===== config.mk =====
export PLATFORM = sky130hd
export DESIGN_NAME = sfp_device_flat
export DESIGN_NICKNAME = d
export VERILOG_FILES = /design/src/sfp_pkg.sv /design/src/sfp_if.sv /design/src/sfp_device.sv /design/src/flat_wrapper.sv
export VERILOG_INCLUDE_DIRS = /design/src
export SDC_FILE = /design/constraint.sdc
export NUM_CORES = 1
export LEC_CHECK = 0
export BUFFER_PORTS_ARGS = -buffer_cell sky130_fd_sc_hd__buf_2
export CAP_MARGIN = 15
export CELL_PAD_IN_SITES_DETAIL_PLACEMENT = 1
export CELL_PAD_IN_SITES_GLOBAL_PLACEMENT = 2
export CORE_UTILIZATION = 34
export CTS_CLUSTER_SIZE = 8
export DETAILED_ROUTE_END_ITERATION = 10
export PLACE_DENSITY_LB_ADDON = 0.1
export SKIP_CTS_REPAIR_TIMING = 1
export SLEW_MARGIN = 0
export SYNTH_ARGS = -nofsm -noshare
export SYNTH_HDL_FRONTEND = slang
export SYNTH_SLANG_ARGS = --single-unit

===== constraint.sdc =====
create_clock -name mclk -period 2.25 [get_ports mclk]
set_input_delay 0.225 -clock mclk [delete_from_list [all_inputs] [get_ports mclk]]
set_output_delay 0.225 -clock mclk [all_outputs]
set_load 0.02 [all_outputs]

===== src/sfp_consts.svh =====
// constants of the stepper fault protection and reset sequencing pair
// assumes a single 10 MHz clock (mclk) shared by both ends
`ifndef SFP_CONSTS_SVH
`define SFP_CONSTS_SVH

`define SFP_CLK_NS 100
`define SFP_BLANK_NS 1250
`define SFP_BLANK_CYC ((`SFP_BLANK_NS + `SFP_CLK_NS - 1) / `SFP_CLK_NS)
`define SFP_PWM_PERIOD_NS 20833
`define SFP_PWM_CYC (`SFP_PWM_PERIOD_NS / `SFP_CLK_NS)
`define SFP_DEAD_NS 1250
`define SFP_DEAD_CYC ((`SFP_DEAD_NS + `SFP_CLK_NS - 1) / `SFP_CLK_NS)
`define SFP_STEP_WAIT_NS 10000
`define SFP_STEP_WAIT_CYC ((`SFP_STEP_WAIT_NS + `SFP_CLK_NS - 1) / `SFP_CLK_NS)
`define SFP_RST_PULSE_CYC 2
`define SFP_PHASE_OFF 4'h0

`endif


===== src/sfp_pkg.sv =====
// types shared by the device end, the controller end and their interface
// assumes sfp_consts.svh for all figures
package sfp_pkg;

	// three-level fault output plus the idle level
	typedef enum logic [1:0] {
		SFP_KIND_NONE = 2'h0,
		SFP_KIND_OPEN = 2'h1,
		SFP_KIND_OVERCUR = 2'h2,
		SFP_KIND_OVERHEAT = 2'h3
	} sfp_kind_t;

	typedef enum logic [1:0] {
		SFP_H_RST_LOW,
		SFP_H_RST_WAIT,
		SFP_H_RUN
	} sfp_hstate_t;

	typedef struct packed {
		sfp_kind_t kind;
		logic [7:0] pwm_cnt;
		logic [3:0] dead_cnt;
		logic switch_on;
		logic chopping;
		logic off_armed;
		logic flyback_hit;
		logic en_q;
		logic step_q;
		logic step_evt;
		logic [3:0] phase_out;
	} sfp_dev_t;

	typedef struct packed {
		sfp_hstate_t state;
		logic [7:0] cnt;
		logic enable;
		logic rst_n;
		logic step_clk;
		logic fault_seen;
		sfp_kind_t kind_seen;
	} sfp_host_t;

endpackage


===== src/sfp_if.sv =====
// link between the motor controller and the protected driver
// the any-fault line is open drain with a pull-up, resolved here
`timescale 1ns/1ps
interface sfp_if;
	logic enable;
	logic system_reset_n;
	logic step_clk;
	logic any_fault_o;
	logic any_fault_oe;
	wire any_fault_n;
	sfp_pkg::sfp_kind_t fault_kind_level;

	// pull-up when nobody drives the flag
	assign any_fault_n = any_fault_oe ? any_fault_o : 1'b1;

	modport dev (
		input enable,
		input system_reset_n,
		input step_clk,
		output any_fault_o,
		output any_fault_oe,
		output fault_kind_level
	);

	modport host (
		output enable,
		output system_reset_n,
		output step_clk,
		input any_fault_n,
		input fault_kind_level
	);
endinterface


===== src/sfp_device.sv =====
// protected driver end: pwm timing, current-sense blanking, fault latches
// drive stays off while enable is low or any fault is latched
// assumes analog comparators arrive as synchronous levels on mclk
`timescale 1ns/1ps
`include "sfp_consts.svh"

module sfp_device (
	// clock and power-on reset
	input wire logic mclk,
	input wire logic reset_n,

	// controller link
	sfp_if.dev lnk,

	// analog comparator levels
	input wire logic cur_over_set,
	input wire logic cur_over_limit,
	input wire logic cur_ge_min,
	input wire logic flyback_seen,
	input wire logic overheat,

	// phase requests from the excitation sequencer
	input wire logic [3:0] phase_req,

	// drive and status
	output logic [3:0] phase_out,
	output logic switch_on,
	output logic step_evt,
	output logic fault_latched
);

	////////////////////////////////////////////////////////////////////////
	// constants at the width of the counters

	// windows round up so blanking and dead time never end early
	localparam logic [7:0] PWM_LAST = 8'(`SFP_PWM_CYC - 1);
	localparam logic [7:0] BLANK_CYC = 8'(`SFP_BLANK_CYC);
	localparam logic [3:0] DEAD_CYC = 4'(`SFP_DEAD_CYC);

	////////////////////////////////////////////////////////////////////////
	// state

	sfp_pkg::sfp_dev_t st_r;
	sfp_pkg::sfp_dev_t st_nxt;

	logic faulted;
	logic blank_active;
	logic period_end;
	sfp_pkg::sfp_kind_t new_kind;
	logic oc_armed;
	logic open_miss;
	logic step_rise;
	logic chop_now;

	assign faulted = (st_r.kind != sfp_pkg::SFP_KIND_NONE);
	assign period_end = (st_r.pwm_cnt == PWM_LAST);

	assign blank_active = st_r.chopping && (st_r.pwm_cnt < BLANK_CYC);

	////////////////////////////////////////////////////////////////////////
	// qualified events

	// limit compare live once dead time has run out
	assign oc_armed = (st_r.dead_cnt == DEAD_CYC);

	// armed off time ended without any flyback
	assign open_miss = period_end && st_r.off_armed && !st_r.flyback_hit &&
		!flyback_seen;

	// step edge detector idles low like the pin, no false step after reset
	assign step_rise = lnk.step_clk && !st_r.step_q;

	// first rise is never blanked, a spike there chops early
	assign chop_now = st_r.switch_on && cur_over_set && !blank_active;

	////////////////////////////////////////////////////////////////////////
	// fault detection, first fault wins its kind
	// same-cycle priority: overheat, then overcurrent, then open

	always_comb begin
		new_kind = sfp_pkg::SFP_KIND_NONE;
		// overheat needs no current window, it guards the substrate
		if (overheat) begin
			new_kind = sfp_pkg::SFP_KIND_OVERHEAT;
		end else if (cur_over_limit && oc_armed) begin
			new_kind = sfp_pkg::SFP_KIND_OVERCUR;
		end else if (open_miss) begin
			new_kind = sfp_pkg::SFP_KIND_OPEN;
		end
	end

	////////////////////////////////////////////////////////////////////////
	// next state

	always_comb begin
		st_nxt = st_r;
		st_nxt.step_evt = 1'b0;
		st_nxt.en_q = lnk.enable;
		st_nxt.step_q = lnk.step_clk;

		if (!lnk.system_reset_n) begin
			// reset pin low clears the latch
			st_nxt.kind = sfp_pkg::SFP_KIND_NONE;
			st_nxt.pwm_cnt = 8'h00;
			st_nxt.dead_cnt = 4'h0;
			st_nxt.switch_on = 1'b0;
			st_nxt.chopping = 1'b0;
			st_nxt.off_armed = 1'b0;
			st_nxt.flyback_hit = 1'b0;
			st_nxt.en_q = 1'b0;
			st_nxt.phase_out = `SFP_PHASE_OFF;
		end else if (!lnk.enable) begin
			// internal clock stopped, inputs ignored
			// counters freeze; the next enable rise restarts the period
			st_nxt.switch_on = 1'b0;
			st_nxt.phase_out = `SFP_PHASE_OFF;
		end else if (faulted) begin
			st_nxt.switch_on = 1'b0;
			st_nxt.phase_out = `SFP_PHASE_OFF;
		end else if (!st_r.en_q) begin
			// enable just rose: fresh current rise, no chopping yet
			st_nxt.pwm_cnt = 8'h00;
			st_nxt.dead_cnt = 4'h0;
			st_nxt.switch_on = 1'b1;
			st_nxt.chopping = 1'b0;
			st_nxt.off_armed = 1'b0;
			st_nxt.flyback_hit = 1'b0;
			st_nxt.phase_out = phase_req;
		end else begin
			if (st_r.dead_cnt != DEAD_CYC) begin
				st_nxt.dead_cnt = st_r.dead_cnt + 4'h1;
			end

			if (step_rise) begin
				st_nxt.step_evt = 1'b1;
			end

			if (!st_r.switch_on && flyback_seen) begin
				st_nxt.flyback_hit = 1'b1;
			end

			if (period_end) begin
				// new period: switch back on, open check restarts
				st_nxt.pwm_cnt = 8'h00;
				st_nxt.switch_on = 1'b1;
				st_nxt.off_armed = 1'b0;
				st_nxt.flyback_hit = 1'b0;
			end else begin
				st_nxt.pwm_cnt = st_r.pwm_cnt + 8'h01;
				if (chop_now) begin
					st_nxt.switch_on = 1'b0;
					st_nxt.chopping = 1'b1;
					// open check only if current was high enough
					st_nxt.off_armed = cur_ge_min;
					st_nxt.flyback_hit = 1'b0;
				end
			end

			if (new_kind != sfp_pkg::SFP_KIND_NONE) begin
				// latch the fault, drive off at once
				st_nxt.kind = new_kind;
				st_nxt.switch_on = 1'b0;
				st_nxt.phase_out = `SFP_PHASE_OFF;
			end else begin
				st_nxt.phase_out = st_nxt.switch_on ? phase_req : `SFP_PHASE_OFF;
			end
		end
	end

	////////////////////////////////////////////////////////////////////////
	// registers

	// one state register keeps every latch under the same reset
	// power-on reset clears every latch and counter
	always_ff @(posedge mclk or negedge reset_n) begin
		if (!reset_n) begin
			st_r <= '0;
		end else begin
			st_r <= st_nxt;
		end
	end

	////////////////////////////////////////////////////////////////////////
	// outputs

	// open drain, pulled low on any fault
	assign lnk.any_fault_o = 1'b0;
	assign lnk.any_fault_oe = faulted;

	// kind straight from the latch
	// the controller samples it one edge later
	assign lnk.fault_kind_level = st_r.kind;

	assign phase_out = st_r.phase_out;
	assign switch_on = st_r.switch_on;
	assign step_evt = st_r.step_evt;
	assign fault_latched = faulted;

endmodule


===== src/flat_wrapper.sv =====
// flat-port wrapper written by rule: the top's interface ports become plain ports
module sfp_device_flat 
  (mclk, reset_n, cur_over_set, cur_over_limit, cur_ge_min, flyback_seen, overheat, phase_req, phase_out, switch_on, step_evt, fault_latched, lnk_enable, lnk_system_reset_n, lnk_step_clk, lnk_any_fault_o, lnk_any_fault_oe, lnk_fault_kind_level);
  sfp_if lnk_i ();
  input wire logic mclk;
  input wire logic reset_n;
  input wire logic cur_over_set;
  input wire logic cur_over_limit;
  input wire logic cur_ge_min;
  input wire logic flyback_seen;
  input wire logic overheat;
  input wire logic [3:0] phase_req;
  output logic [3:0] phase_out;
  output logic switch_on;
  output logic step_evt;
  output logic fault_latched;
  input wire logic [$bits(lnk_i.enable)-1:0] lnk_enable;
  input wire logic [$bits(lnk_i.system_reset_n)-1:0] lnk_system_reset_n;
  input wire logic [$bits(lnk_i.step_clk)-1:0] lnk_step_clk;
  output wire logic [$bits(lnk_i.any_fault_o)-1:0] lnk_any_fault_o;
  output wire logic [$bits(lnk_i.any_fault_oe)-1:0] lnk_any_fault_oe;
  output wire logic [$bits(lnk_i.fault_kind_level)-1:0] lnk_fault_kind_level;
  assign lnk_i.enable = lnk_enable;
  assign lnk_i.system_reset_n = lnk_system_reset_n;
  assign lnk_i.step_clk = lnk_step_clk;
  assign lnk_any_fault_o = lnk_i.any_fault_o;
  assign lnk_any_fault_oe = lnk_i.any_fault_oe;
  assign lnk_fault_kind_level = lnk_i.fault_kind_level;
  sfp_device u_core (.mclk(mclk), .reset_n(reset_n), .lnk(lnk_i), .cur_over_set(cur_over_set), .cur_over_limit(cur_over_limit), .cur_ge_min(cur_ge_min), .flyback_seen(flyback_seen), .overheat(overheat), .phase_req(phase_req), .phase_out(phase_out), .switch_on(switch_on), .step_evt(step_evt), .fault_latched(fault_latched));
endmodule

### After elaboration in Yosys (flattened, before gate mapping)

Cells that the tools add are included.

| word-level totals | value |
|---|---|
| flip-flop bits (word level) | 25 |
| logic and storage cells | 85 |
| output and inout bits | 11 |

| cells by class | value |
|---|---|
| reduce and logical (&&, ||, !) cells | 22 |
| add/sub/neg operators | 2 |
| equality and inequality tests | 12 |
| mux-type cells | 37 |
| order comparisons | 1 |

Operators with widths:

| cell | number |
|---|---|
| $mux W4 | 8 |
| $mux W14 | 2 |
| $mux W18 | 1 |
| $mux W1 | 17 |
| $mux W16 | 1 |
| $mux W2 | 5 |
| $logic_and A1 B1 Y1 | 9 |
| $ne A3 B3 Y1 const B | 3 |
| $reduce_and A3 Y1 | 3 |
| $add A8 B1 Y8 const B | 1 |
| $eq A8 B8 Y1 const B | 1 |
| $lt A8 B4 Y1 const B | 1 |
| $mux W8 | 1 |
| $ne A4 B4 Y1 const B | 2 |
| $reduce_and A4 Y1 | 2 |
| $mux W3 | 2 |
| $logic_not A1 Y1 | 5 |
| $ne A5 B5 Y1 const B | 1 |
| $add A4 B1 Y4 const B | 1 |
| $eq A4 B4 Y1 const B | 1 |
| $ne A2 B1 Y1 const B | 2 |
| $ne A2 B2 Y1 const B | 2 |
| $reduce_bool A2 Y1 | 2 |
| $reduce_and A2 Y1 | 1 |

### Longest topological paths before layout

Gate-level depths: netlist of run 1.

| logic depth | value |
|---|---|
| depth in word-level cells | 16 |
| mapped depth | 7 |
| gate-level depth less buffers | 6 |

### Least setup slack after synthesis of run 1

Ideal clock, no wire load.

| path | value |
|---|---|
| path kind | register -> register |
| start | register u_core.st_r[21] in the netlist's numbering |
| end | register u_core.st_r, in the netlist u_core.phase_out[0] |
| stages on the path, launching flop included | 5 |
| path slack | 0.694 ns |
| data arrival time | 1.450 ns |
| cells stage by stage | dfrtp_1 > or3b_4 > o31ai_4 > o21ai_2 > nor4b_1 |

RTL lines:

| what | line | text |
|---|---|---|
| start: declaration | sfp_device.sv:43 | `sfp_pkg::sfp_dev_t st_r;` |
| start signal: assignment | sfp_device.sv:179 | `st_r <= st_nxt;` |

### Worst setup path after layout of run 1

| path | value |
|---|---|
| start | register u_core.st_r[21] in the netlist's numbering |
| end | register u_core.st_r[8] in the netlist's numbering |

| on the way | value |
|---|---|
| longest elaborated chain between the ends | 6 |
| elaborated cells between the ends (all ways) | 12 |
| those cells by class | order compare (1); eq/ne (2); mux (5); reduce/logical (4) |

RTL lines:

| what | line |
|---|---|
| $lt A8 B4 Y1 / $eq A8 B8 Y1 (equally long branches) | sfp_device.sv:58, sfp_device.sv:56 |
| $logic_and A1 B1 Y1 / $mux W2 (equally long branches) | sfp_device.sv:58, sfp_device.sv:142 |
| $logic_not A1 Y1 / $mux W16 (equally long branches) | sfp_device.sv:74, sfp_device.sv:120 |
| $logic_and A1 B1 Y1 / $mux W3 (equally long branches) | sfp_device.sv:74, sfp_device.sv:117 |
| $ne A4 B4 Y1 (no line) / $mux W3 (equally long branches) | - |
| $reduce_and A3 Y1 (no line) / $mux W18 (equally long branches) | - |

Several ways; a longest one is shown, not always the timed one. The select of a mux whose other input is x is not followed.
A chain may end at the register's enable or synchronous reset.

==> flow_summary.json, run 1 <==
{
  "status": "complete, no violations",
  "grt_max_degree": 26,
  "first_global_vias": 1189,
  "vdd_drop_max_v": 0.0001578,
  "hold_slack_ns": 0.07346,
  "finalHoldViolations": 0,
  "finClkSkew_ns": 0.01066,
  "post-route-drc-count": 0,
  "hp-class": "in -> reg",
  "grt_use_total_pct": 17.50,
  "tns_ns": 0,
  "start_kind": "flip-flop",
  "setup_slack_ns": 0.4374,
  "drive_above_1_share_pct": 21.60,
  "ys.flop_type": "dfrtp_1",
  "worst-r2r-setup-slack_ns": 0.44,
  "dr.pass1.iters": 4,
  "gp_congestion": 0.7672,
  "root_buffer": "clkbuf_8",
  "power_density_mw_per_mm2": 537.4,
  "rr_worst_depth": 4,
  "ys_warn_count": 0,
  "holdPathStages": 1,
  "portBuffers": 23,
  "cpMaxStageDelayCell": "o311ai_0",
  "cts_tree": "yes",
  "core_area_mm2": 0.004000,
  "p_total_mw": 0.8418,
  "synth_cells": 149,
  "async_flop_share_pct": 100.0,
  "rsz0062_at_grt": "no",
  "place_hpwl_um": 2625,
  "cts.sinks": 25,
  "final_antenna_net_count": 0,
  "tightest_slew_ns": 0.5861,
  "r2r_end": "u_core.st_r[8]",
  "synth_top_area_share_pct": 44.05,
  "final_util_pct": 39.16,
  "die-width_um": 66.63,
  "ys_top_cells_by_area": "dfrtp_1, buf_4, ha_1",
  "final_common_cell": "dfrtp_1",
  "rows": 23,
  "htree_levels": 1,
  "clk_latency_ns": 0.27,
  "nFillCells": 470,
  "finish.net_count": 181,
  "min_from": "lnk_step_clk",
  "max_stage_delay_ns": 0.50,
  "synthDistinctLibCells": 49,
  "grt_pass1_wl_um": 5796,
  "dp.cells": 207,
  "wl_per_cell_um": 15.97,
  "placed_area_mm2": 0.001510,
  "crit_buf_inv": 0,
  "netlist_area_mm2": 0.001420,
  "dp_slack_ns": 0.4752,
  "crit_arrival_ns": 2.00,
  "crit_type": "reg -> reg",
  "ys_ff_latch": 25,
  "layout_common_cells": "dfrtp_1, buf_2, nand2_1",
  "initial_core_util_pct": 35.50,
  "worstSetupEndpointType": "flip-flop",
  "synth_edf_count": 0,
  "syn_area_per_cell_um2": 9.531,
  "io-pin-count": 25,
  "overflow": 0,
  "drt-total-wl_um": 3386,
  "drtIter0Drc": 35,
  "path_clk_slew_ns": 0.10,
  "antenna_found_initial": 0,
  "seq_area_um2": 625.6,
  "multi_input_area_um2": 673.1,
  "cp.required_ns": 2.44,
  "clock_path_buffers": 2,
  "critical_path.top_delay_family": "compound AO/OA/AOI/OAI gates",
  "r2r_start": "u_core.st_r[21]",
  "final_cells": 212,
  "maxCapViolCount": 0,
  "min_period_ns": 1.813,
  "fin_area_mm2": 0.001567,
  "syn_nets": 167,
  "vias_per_cell": 5.292,
  "hold_end": "u_core.st_r[5]",
  "slew_viol_final": 0,
  "period_share_pct": 80.56,
  "synth_seq_area_share_pct": 44.05,
  "cp_cell_sequence": "or3b_4, o311ai_0, a21oi_1, o21bai_1",
  "maxSlewHeadroom_pct": 60.92,
  "critPathMaxFanout": 6,
  "layout-area-overhead-vs-synth_pct": 10.31,
  "finalSetupViolCount": 0,
  "dieHeight_um": 66.63,
  "diodes": 0,
  "dieArea_mm2": 0.004440,
  "p_leak_nw": 0.7061,
  "numCtsBuffers": 3,
  "yosys.area.top_type": "dfrtp_1",
  "fmax_mhz": 551.7,
  "num_vias": 1122
}
[layout make-up]
cell class	count	share of cell area, %
tap	50	3.994
inverter	9	2.157
clock buffer	3	2.636
sequential	25	39.94
clock inverter	1	0.3195
multi-input combinational	100	42.97
timing repair buffer	24	7.987
[synthesized netlist by cell type, types with 2 or more instances]
| master | instances |
|---|---|
| nand2_1 | 11 |
| a31oi_1 | 2 |
| xnor2_1 | 3 |
| nor2_1 | 5 |
| o21ai_0 | 10 |
| ha_1 | 4 |
| nand3_1 | 8 |
| clkbuf_1 | 6 |
| and3b_1 | 2 |
| and3_1 | 2 |
| o21ai_1 | 2 |
| a211oi_1 | 3 |
| nor3b_1 | 2 |
| a21oi_1 | 8 |
| nor4_1 | 2 |
| nor4b_1 | 4 |
| nor3_1 | 3 |
| or2_2 | 2 |
| buf_4 | 8 |
| dfrtp_1 | 25 |
| inv_1 | 9 |
[cell families after synthesis]
kind of cell               count (synthesis)  share of synthesized area, %
DFF                                       25                         44.05
adders and majority gates                  4                         3.524
and+or+nand+nor                           56                         24.67
buffers and inverters                     24                         8.546
AOI/OAI and AO/OA                         34                         15.77
other                                      1                        0.2641
muxes                                      1                        0.7049
xor gates and xnor gates                   4                         2.467
[how the worst max path moves through the flow]
stage | start | end | slack (ns) | cells past startpoint
4_1_cts | u_core.st_r[21] | u_core.st_r[8] | 0.42 | 4
5_1_grt | u_core.lnk.fault_kind_level[1] | u_core.st_r[22] | 0.31 | 4
6_report | u_core.st_r[21] | u_core.st_r[8] | 0.44 | 4
3_5_place_dp | u_core.st_r[21] | u_core.st_r[8] | 0.48 | 4
3_3_place_gp | u_core.st_r[21] | u_core.st_r[8] | 0.52 | 4
2_1_floorplan | u_core.st_r[21] | u_core.phase_out[0] | 0.69 | 4
[sequential cells by signal, summed over array words and instances, names as in the netlist]
register	count
u_core.switch_on	1
u_core.step_evt	1
u_core.lnk.fault_kind_level	2
u_core.st_r	17
u_core.phase_out	4
[power breakdown]
part / internal, mW / switching, mW / leakage (nW)
Sequential: 0.459 / 0.0115 / 0.342
Clock: 0.124 / 0.146 / 0.0255
Combinational: 0.0368 / 0.0647 / 0.338
[routing by layer]
metal  global-route usage (%)  share of wire (%)  vias up
li1                         -                  -      547
met1                    22.42                 48      549
met2                    30.68                 49       24
met3                    2.055                3.0        2
met4                    4.787               0.56        0
met5                        0                  0        -
Note: power is estimated with default switching activity, not from simulation.
==> run 2, diff against run 1 <==
- CORE_UTILIZATION: 34 -> 30
- clock period: 2.25 -> 1.46 ns (I/O delays scaled with it)
==> run 2 against run 1 <==
  * The run now ends with setup timing left
  * First-iteration DRC count shrank 14%
  * Clock skew shrank 0.0093 ns
  * Die area grew 13%
  * Final cell count grew 16%
  * Clock power grew 60%
  * Worst setup slack lost 0.57 ns
  * Clock-buffer cell count grew 1
  * Core utilization grew 6.1 points
  * Highest routed layer unchanged
==> flow_summary.json, run 2 (synthesized netlist as in run 1, its figures left out) <==
{
  "p_switching_mw": 0.3815,
  "finish.net_count": 212,
  "cts.sinks": 25,
  "drtIter0Drc": 30,
  "rsz0062_at_grt": "yes",
  "grt_pass1_wl_um": 6354,
  "wl_per_cell_um": 16.40,
  "p_int_mw": 1.014,
  "hold_slack_ns": 0.1127,
  "final_util_pct": 45.30,
  "crit_start": "u_core.st_r[9]",
  "largest-register": "u_core.st_r",
  "setup_slack_ns": -0.1285,
  "critPathMaxFanout": 5,
  "crit_type": "reg -> reg",
  "min_period_ns": 1.588,
  "post-route-drc-count": 0,
  "slew_viol_final": 0,
  "status": "finished with violations",
  "hp-class": "in -> reg",
  "finClkSkew_ns": 0.001377,
  "grt_use_total_pct": 16.36,
  "finalHoldViolations": 0,
  "p_leak_nw": 0.9155,
  "final_antenna_net_count": 0,
  "vias_per_cell": 5.269,
  "drt-total-wl_um": 4017,
  "dp_slack_ns": -0.2181,
  "crit_arrival_ns": 1.77,
  "period_share_pct": 108.8,
  "switching_share_pct": 27.34,
  "worstSetupEndpointType": "flip-flop",
  "min_from": "lnk_enable",
  "p_comb_share_pct": 17.5,
  "rows": 24,
  "cpMaxStageDelayCell": "or3b_4",
  "htree_levels": 1,
  "overflow": 0,
  "fmax_mhz": 629.5,
  "core_area_mm2": 0.004444,
  "layout_common_cells": "buf_4, dfrtp_1, buf_2",
  "r2r_start": "u_core.st_r[9]",
  "first_global_vias": 1302,
  "antenna_found_initial": 0,
  "largest_reg_flops": 17,
  "cp.required_ns": 1.64,
  "layout-area-overhead-vs-synth_pct": 41.76,
  "power_density_mw_per_mm2": 693.0,
  "tightest_slew_ns": 0.5906,
  "seq_power_share_pct": 51.7,
  "io-pin-count": 25,
  "vdd_drop_max_v": 0.0003459,
  "tns_ns": -0.9645,
  "drive_above_1_share_pct": 47.67,
  "dieHeight_um": 70.80,
  "die-width_um": 70.80,
  "initial_core_util_pct": 31.95,
  "pwr-share-clk_pct": 30.8,
  "maxCapViolCount": 0,
  "cts_tree": "yes",
  "dr.pass1.iters": 5,
  "cp_cell_sequence": "or3b_4, o31ai_4, o21ai_4, nor4b_2",
  "numCtsBuffers": 3,
  "max_stage_delay_ns": 0.42,
  "num_vias": 1291,
  "portBuffers": 23,
  "root_buffer": "clkbuf_8",
  "dieArea_mm2": 0.005013,
  "path_clk_slew_ns": 0.09,
  "diodes": 0,
  "clock_path_buffers": 2,
  "grt_max_degree": 26,
  "violations": "setup timing",
  "nFillCells": 502,
  "maxSlewHeadroom_pct": 60.62,
  "place_hpwl_um": 2892,
  "start_kind": "flip-flop",
  "gp_congestion": 0.8198,
  "finalSetupViolCount": 15,
  "clk_latency_ns": 0.27
}
run 2: cell count changes in the layout (fill, tap and decap cells not counted), moves of 3 or more:
cell | previous run | this run
nand3_2 | 0 | 3
nand3_1 | 8 | 5
o21ai_1 | 2 | 6
nor4b_2 | 0 | 4
nand2_1 | 11 | 8
buf_4 | 0 | 25
nor4b_1 | 4 | 0
o21ai_2 | 1 | 4
o21ai_0 | 10 | 2
buf_6 | 0 | 7
run 2: layer usage:
metal / up-vias / track usage, % / part of all wire, % / wire length, um
met3: 5 / 2.422 / 2.3 / 93
li1: 609 / - / - / -
met1: 660 / 20.22 / 43 / 1747
met2: 17 / 28.63 / 53 / 2113
met5: - / 0 / 0 / 0
met4: 0 / 6.667 / 1.6 / 63
run 2: area by class of cell:
class                      count  area, um^2  area share [%]
tap                           52       65.06           3.232
timing repair buffer          55       391.6           19.45
sequential                    25       625.6           31.08
multi-input combinational    100       852.1           42.32
inverter                       9       33.78           1.678
clock buffer                   4       45.04           2.237
run 2: path summary, 6_finish.rpt:
path | end | slack (ns) | cells after the start
hold reg to reg | u_core.step_evt | 0.41 | 1
max in group asynchronous | u_core.phase_out[2] | 0.67 | 2
setup reg to reg | u_core.phase_out[0] | -0.13 | 4
setup / recovery | u_core.phase_out[0] | -0.13 | 4
hold / removal | u_core.st_r[6] | 0.11 | 2
min in group asynchronous | u_core.st_r[13] | 0.40 | 2
run 2: metrics by stage:
step,std cells,instance area [um^2],total power [mW]
floorplan,149,1464,0.8451
global placement,234,1725,0.9250
detailed placement,234,1725,0.9300
CTS,238,1770,1.373
global route,245,2013,1.466
finish,245,2013,1.395
run 2: critical path, delay by kind of cell (launching register included):
kind               cells  cell delay [ns]
DFF                    1             0.39
AOI/OAI and AO/OA      2             0.45
and+or+nand+nor        2             0.66
run 2: power by group through the flow:
stage / logic, mW / registers (mW) / clock network (mW)
2_1_floorplan: 0.111 / 0.735 / 0
3_3_place_gp: 0.192 / 0.733 / 0
3_5_place_dp: 0.196 / 0.734 / 0
4_1_cts: 0.198 / 0.720 / 0.455
5_1_grt: 0.266 / 0.724 / 0.476
6_report: 0.244 / 0.721 / 0.430
==> run 3, diff against run 2 <==
- CORE_UTILIZATION: 30 -> 36
- clock period: 1.46 -> 1.84 ns (I/O delays scaled with it)
==> run 3 against run 2 <==
  * The flow now finishes without violations
  * Clock skew about the same
  * Critical path depth unchanged
  * Final area down 19%
  * Largest power group unchanged
==> flow_summary.json, run 3 (synthesized netlist as in run 1, its figures left out) <==
{
  "status": "complete, no violations",
  "rows": 22,
  "dp.cells": 212,
  "layout-area-overhead-vs-synth_pct": 15.07,
  "maxSlewHeadroom_pct": 61.14,
  "overflow": 0,
  "post-route-drc-count": 0,
  "portBuffers": 23,
  "root_buffer": "clkbuf_8",
  "vias_per_cell": 5.327,
  "period_share_pct": 93.47,
  "cp_cell_sequence": "or3b_4, o31ai_4, o21ai_2, nor4b_1",
  "crit_buf_inv": 0,
  "drtIter0Drc": 42,
  "num_vias": 1156,
  "min_from": "lnk_step_clk",
  "finalHoldViolations": 0,
  "p_leak_nw": 0.7443,
  "drive_above_1_share_pct": 26.63,
  "path_clk_slew_ns": 0.09,
  "crit_arrival_ns": 1.89,
  "fmax_mhz": 581.5,
  "vdd_drop_max_v": 0.0004389,
  "slew_viol_final": 0,
  "rr_worst_depth": 4,
  "dieArea_mm2": 0.004200,
  "wl_per_cell_um": 15.58,
  "critical_path.top_delay_family": "simple AND/OR/NAND/NOR gates",
  "final_cells": 217,
  "cpMaxStageDelayCell": "dfrtp_1",
  "hold_end": "u_core.st_r[5]",
  "clock_path_buffers": 2,
  "max_stage_delay_ns": 0.45,
  "crit_type": "reg -> reg",
  "grt_use_total_pct": 18.67,
  "grt_pass1_wl_um": 5858,
  "maxCapViolCount": 0,
  "largest_reg_flops": 17,
  "initial_core_util_pct": 38.22,
  "placed_area_mm2": 0.001560,
  "diodes": 0,
  "drt-total-wl_um": 3380,
  "cts_tree": "yes",
  "grt_max_degree": 26,
  "layout_common_cells": "dfrtp_1, buf_2, nand2_1",
  "power_density_mw_per_mm2": 641.2,
  "hp-class": "in -> reg",
  "critPathMaxFanout": 6,
  "clk_latency_ns": 0.27,
  "first_global_vias": 1250,
  "r2r_start": "u_core.st_r[21]",
  "core_area_mm2": 0.003716,
  "final_util_pct": 43.97,
  "largest-register": "u_core.st_r",
  "finClkSkew_ns": 0.001297,
  "tns_ns": 0,
  "dr.pass1.iters": 4,
  "start_kind": "flip-flop",
  "finish.net_count": 188,
  "final_antenna_net_count": 0,
  "final_common_cell": "dfrtp_1",
  "cp.required_ns": 2.01,
  "place_hpwl_um": 2599,
  "die-width_um": 64.81,
  "tightest_slew_ns": 0.5828,
  "worstSetupEndpointType": "flip-flop",
  "numCtsBuffers": 3,
  "hold_slack_ns": 0.02632,
  "antenna_found_initial": 0,
  "dieHeight_um": 64.81,
  "rsz0062_at_grt": "no",
  "io-pin-count": 25,
  "holdPathStages": 1,
  "htree_levels": 1,
  "r2r_end": "u_core.phase_out[1]",
  "gp_congestion": 0.7390,
  "cts.sinks": 25,
  "fin_area_mm2": 0.001634,
  "finalSetupViolCount": 0,
  "worst-r2r-setup-slack_ns": 0.12,
  "min_period_ns": 1.720
}
-- run 3: cell type report --
| type | count | area, um^2 |
|---|---|---|
| flip-flops and latches | 25 | 625.6 |
| fillers | 433 | 2082 |
| well taps | 48 | 60.06 |
| repair buffers | 31 | 177.7 |
| clock inverters | 1 | 5.005 |
| clock buffers | 3 | 41.29 |
| inverters | 9 | 33.78 |
| multi-input cells | 100 | 690.7 |
-- run 3: worst reg2reg max path, cell delays in order (launching register included) --
cell	delay, ns
dfrtp_1	0.45
or3b_4	0.44
o31ai_4	0.28
o21ai_2	0.14
nor4b_1	0.31
-- run 3: worst max path at each step --
stage | from | to | slack, ns | cells after the start
floorplan | u_core.st_r[21] | u_core.phase_out[0] | 0.28 | 4
global placement | u_core.st_r[21] | u_core.st_r[8] | 0.11 | 4
detailed placement | u_core.st_r[21] | u_core.st_r[8] | 0.11 | 4
CTS | u_core.st_r[21] | u_core.phase_out[3] | 0.09 | 4
global route | u_core.st_r[15] | u_core.st_r[21] | 0.02 | 5
finish | u_core.st_r[21] | u_core.phase_out[1] | 0.12 | 4
-- run 3: metrics by stage --
stage          total power [mW]  worst slack [ns]
2_1_floorplan            0.6657            0.2843
3_3_place_gp             0.7161            0.1057
3_5_place_dp             0.7198            0.1090
4_1_cts                   1.057           0.08668
5_1_grt                   1.099           0.02202
6_report                  1.048            0.1202
-- run 3: power breakdown --
group          internal [mW]  switching [mW]  total (mW)
logic                 0.0547          0.0831       0.138
clock network          0.152           0.184       0.336
registers              0.562          0.0126       0.574
-- run 3: routing by layer --
layer	vias up	wire, um	global-route usage [%]	part of all wire [%]
met5	-	0	0	0
met4	0	51	7.500	1.5
met3	5	98	3.697	2.9
met2	18	1687	32.94	50
met1	572	1543	21.89	46
li1	561	-	-	-
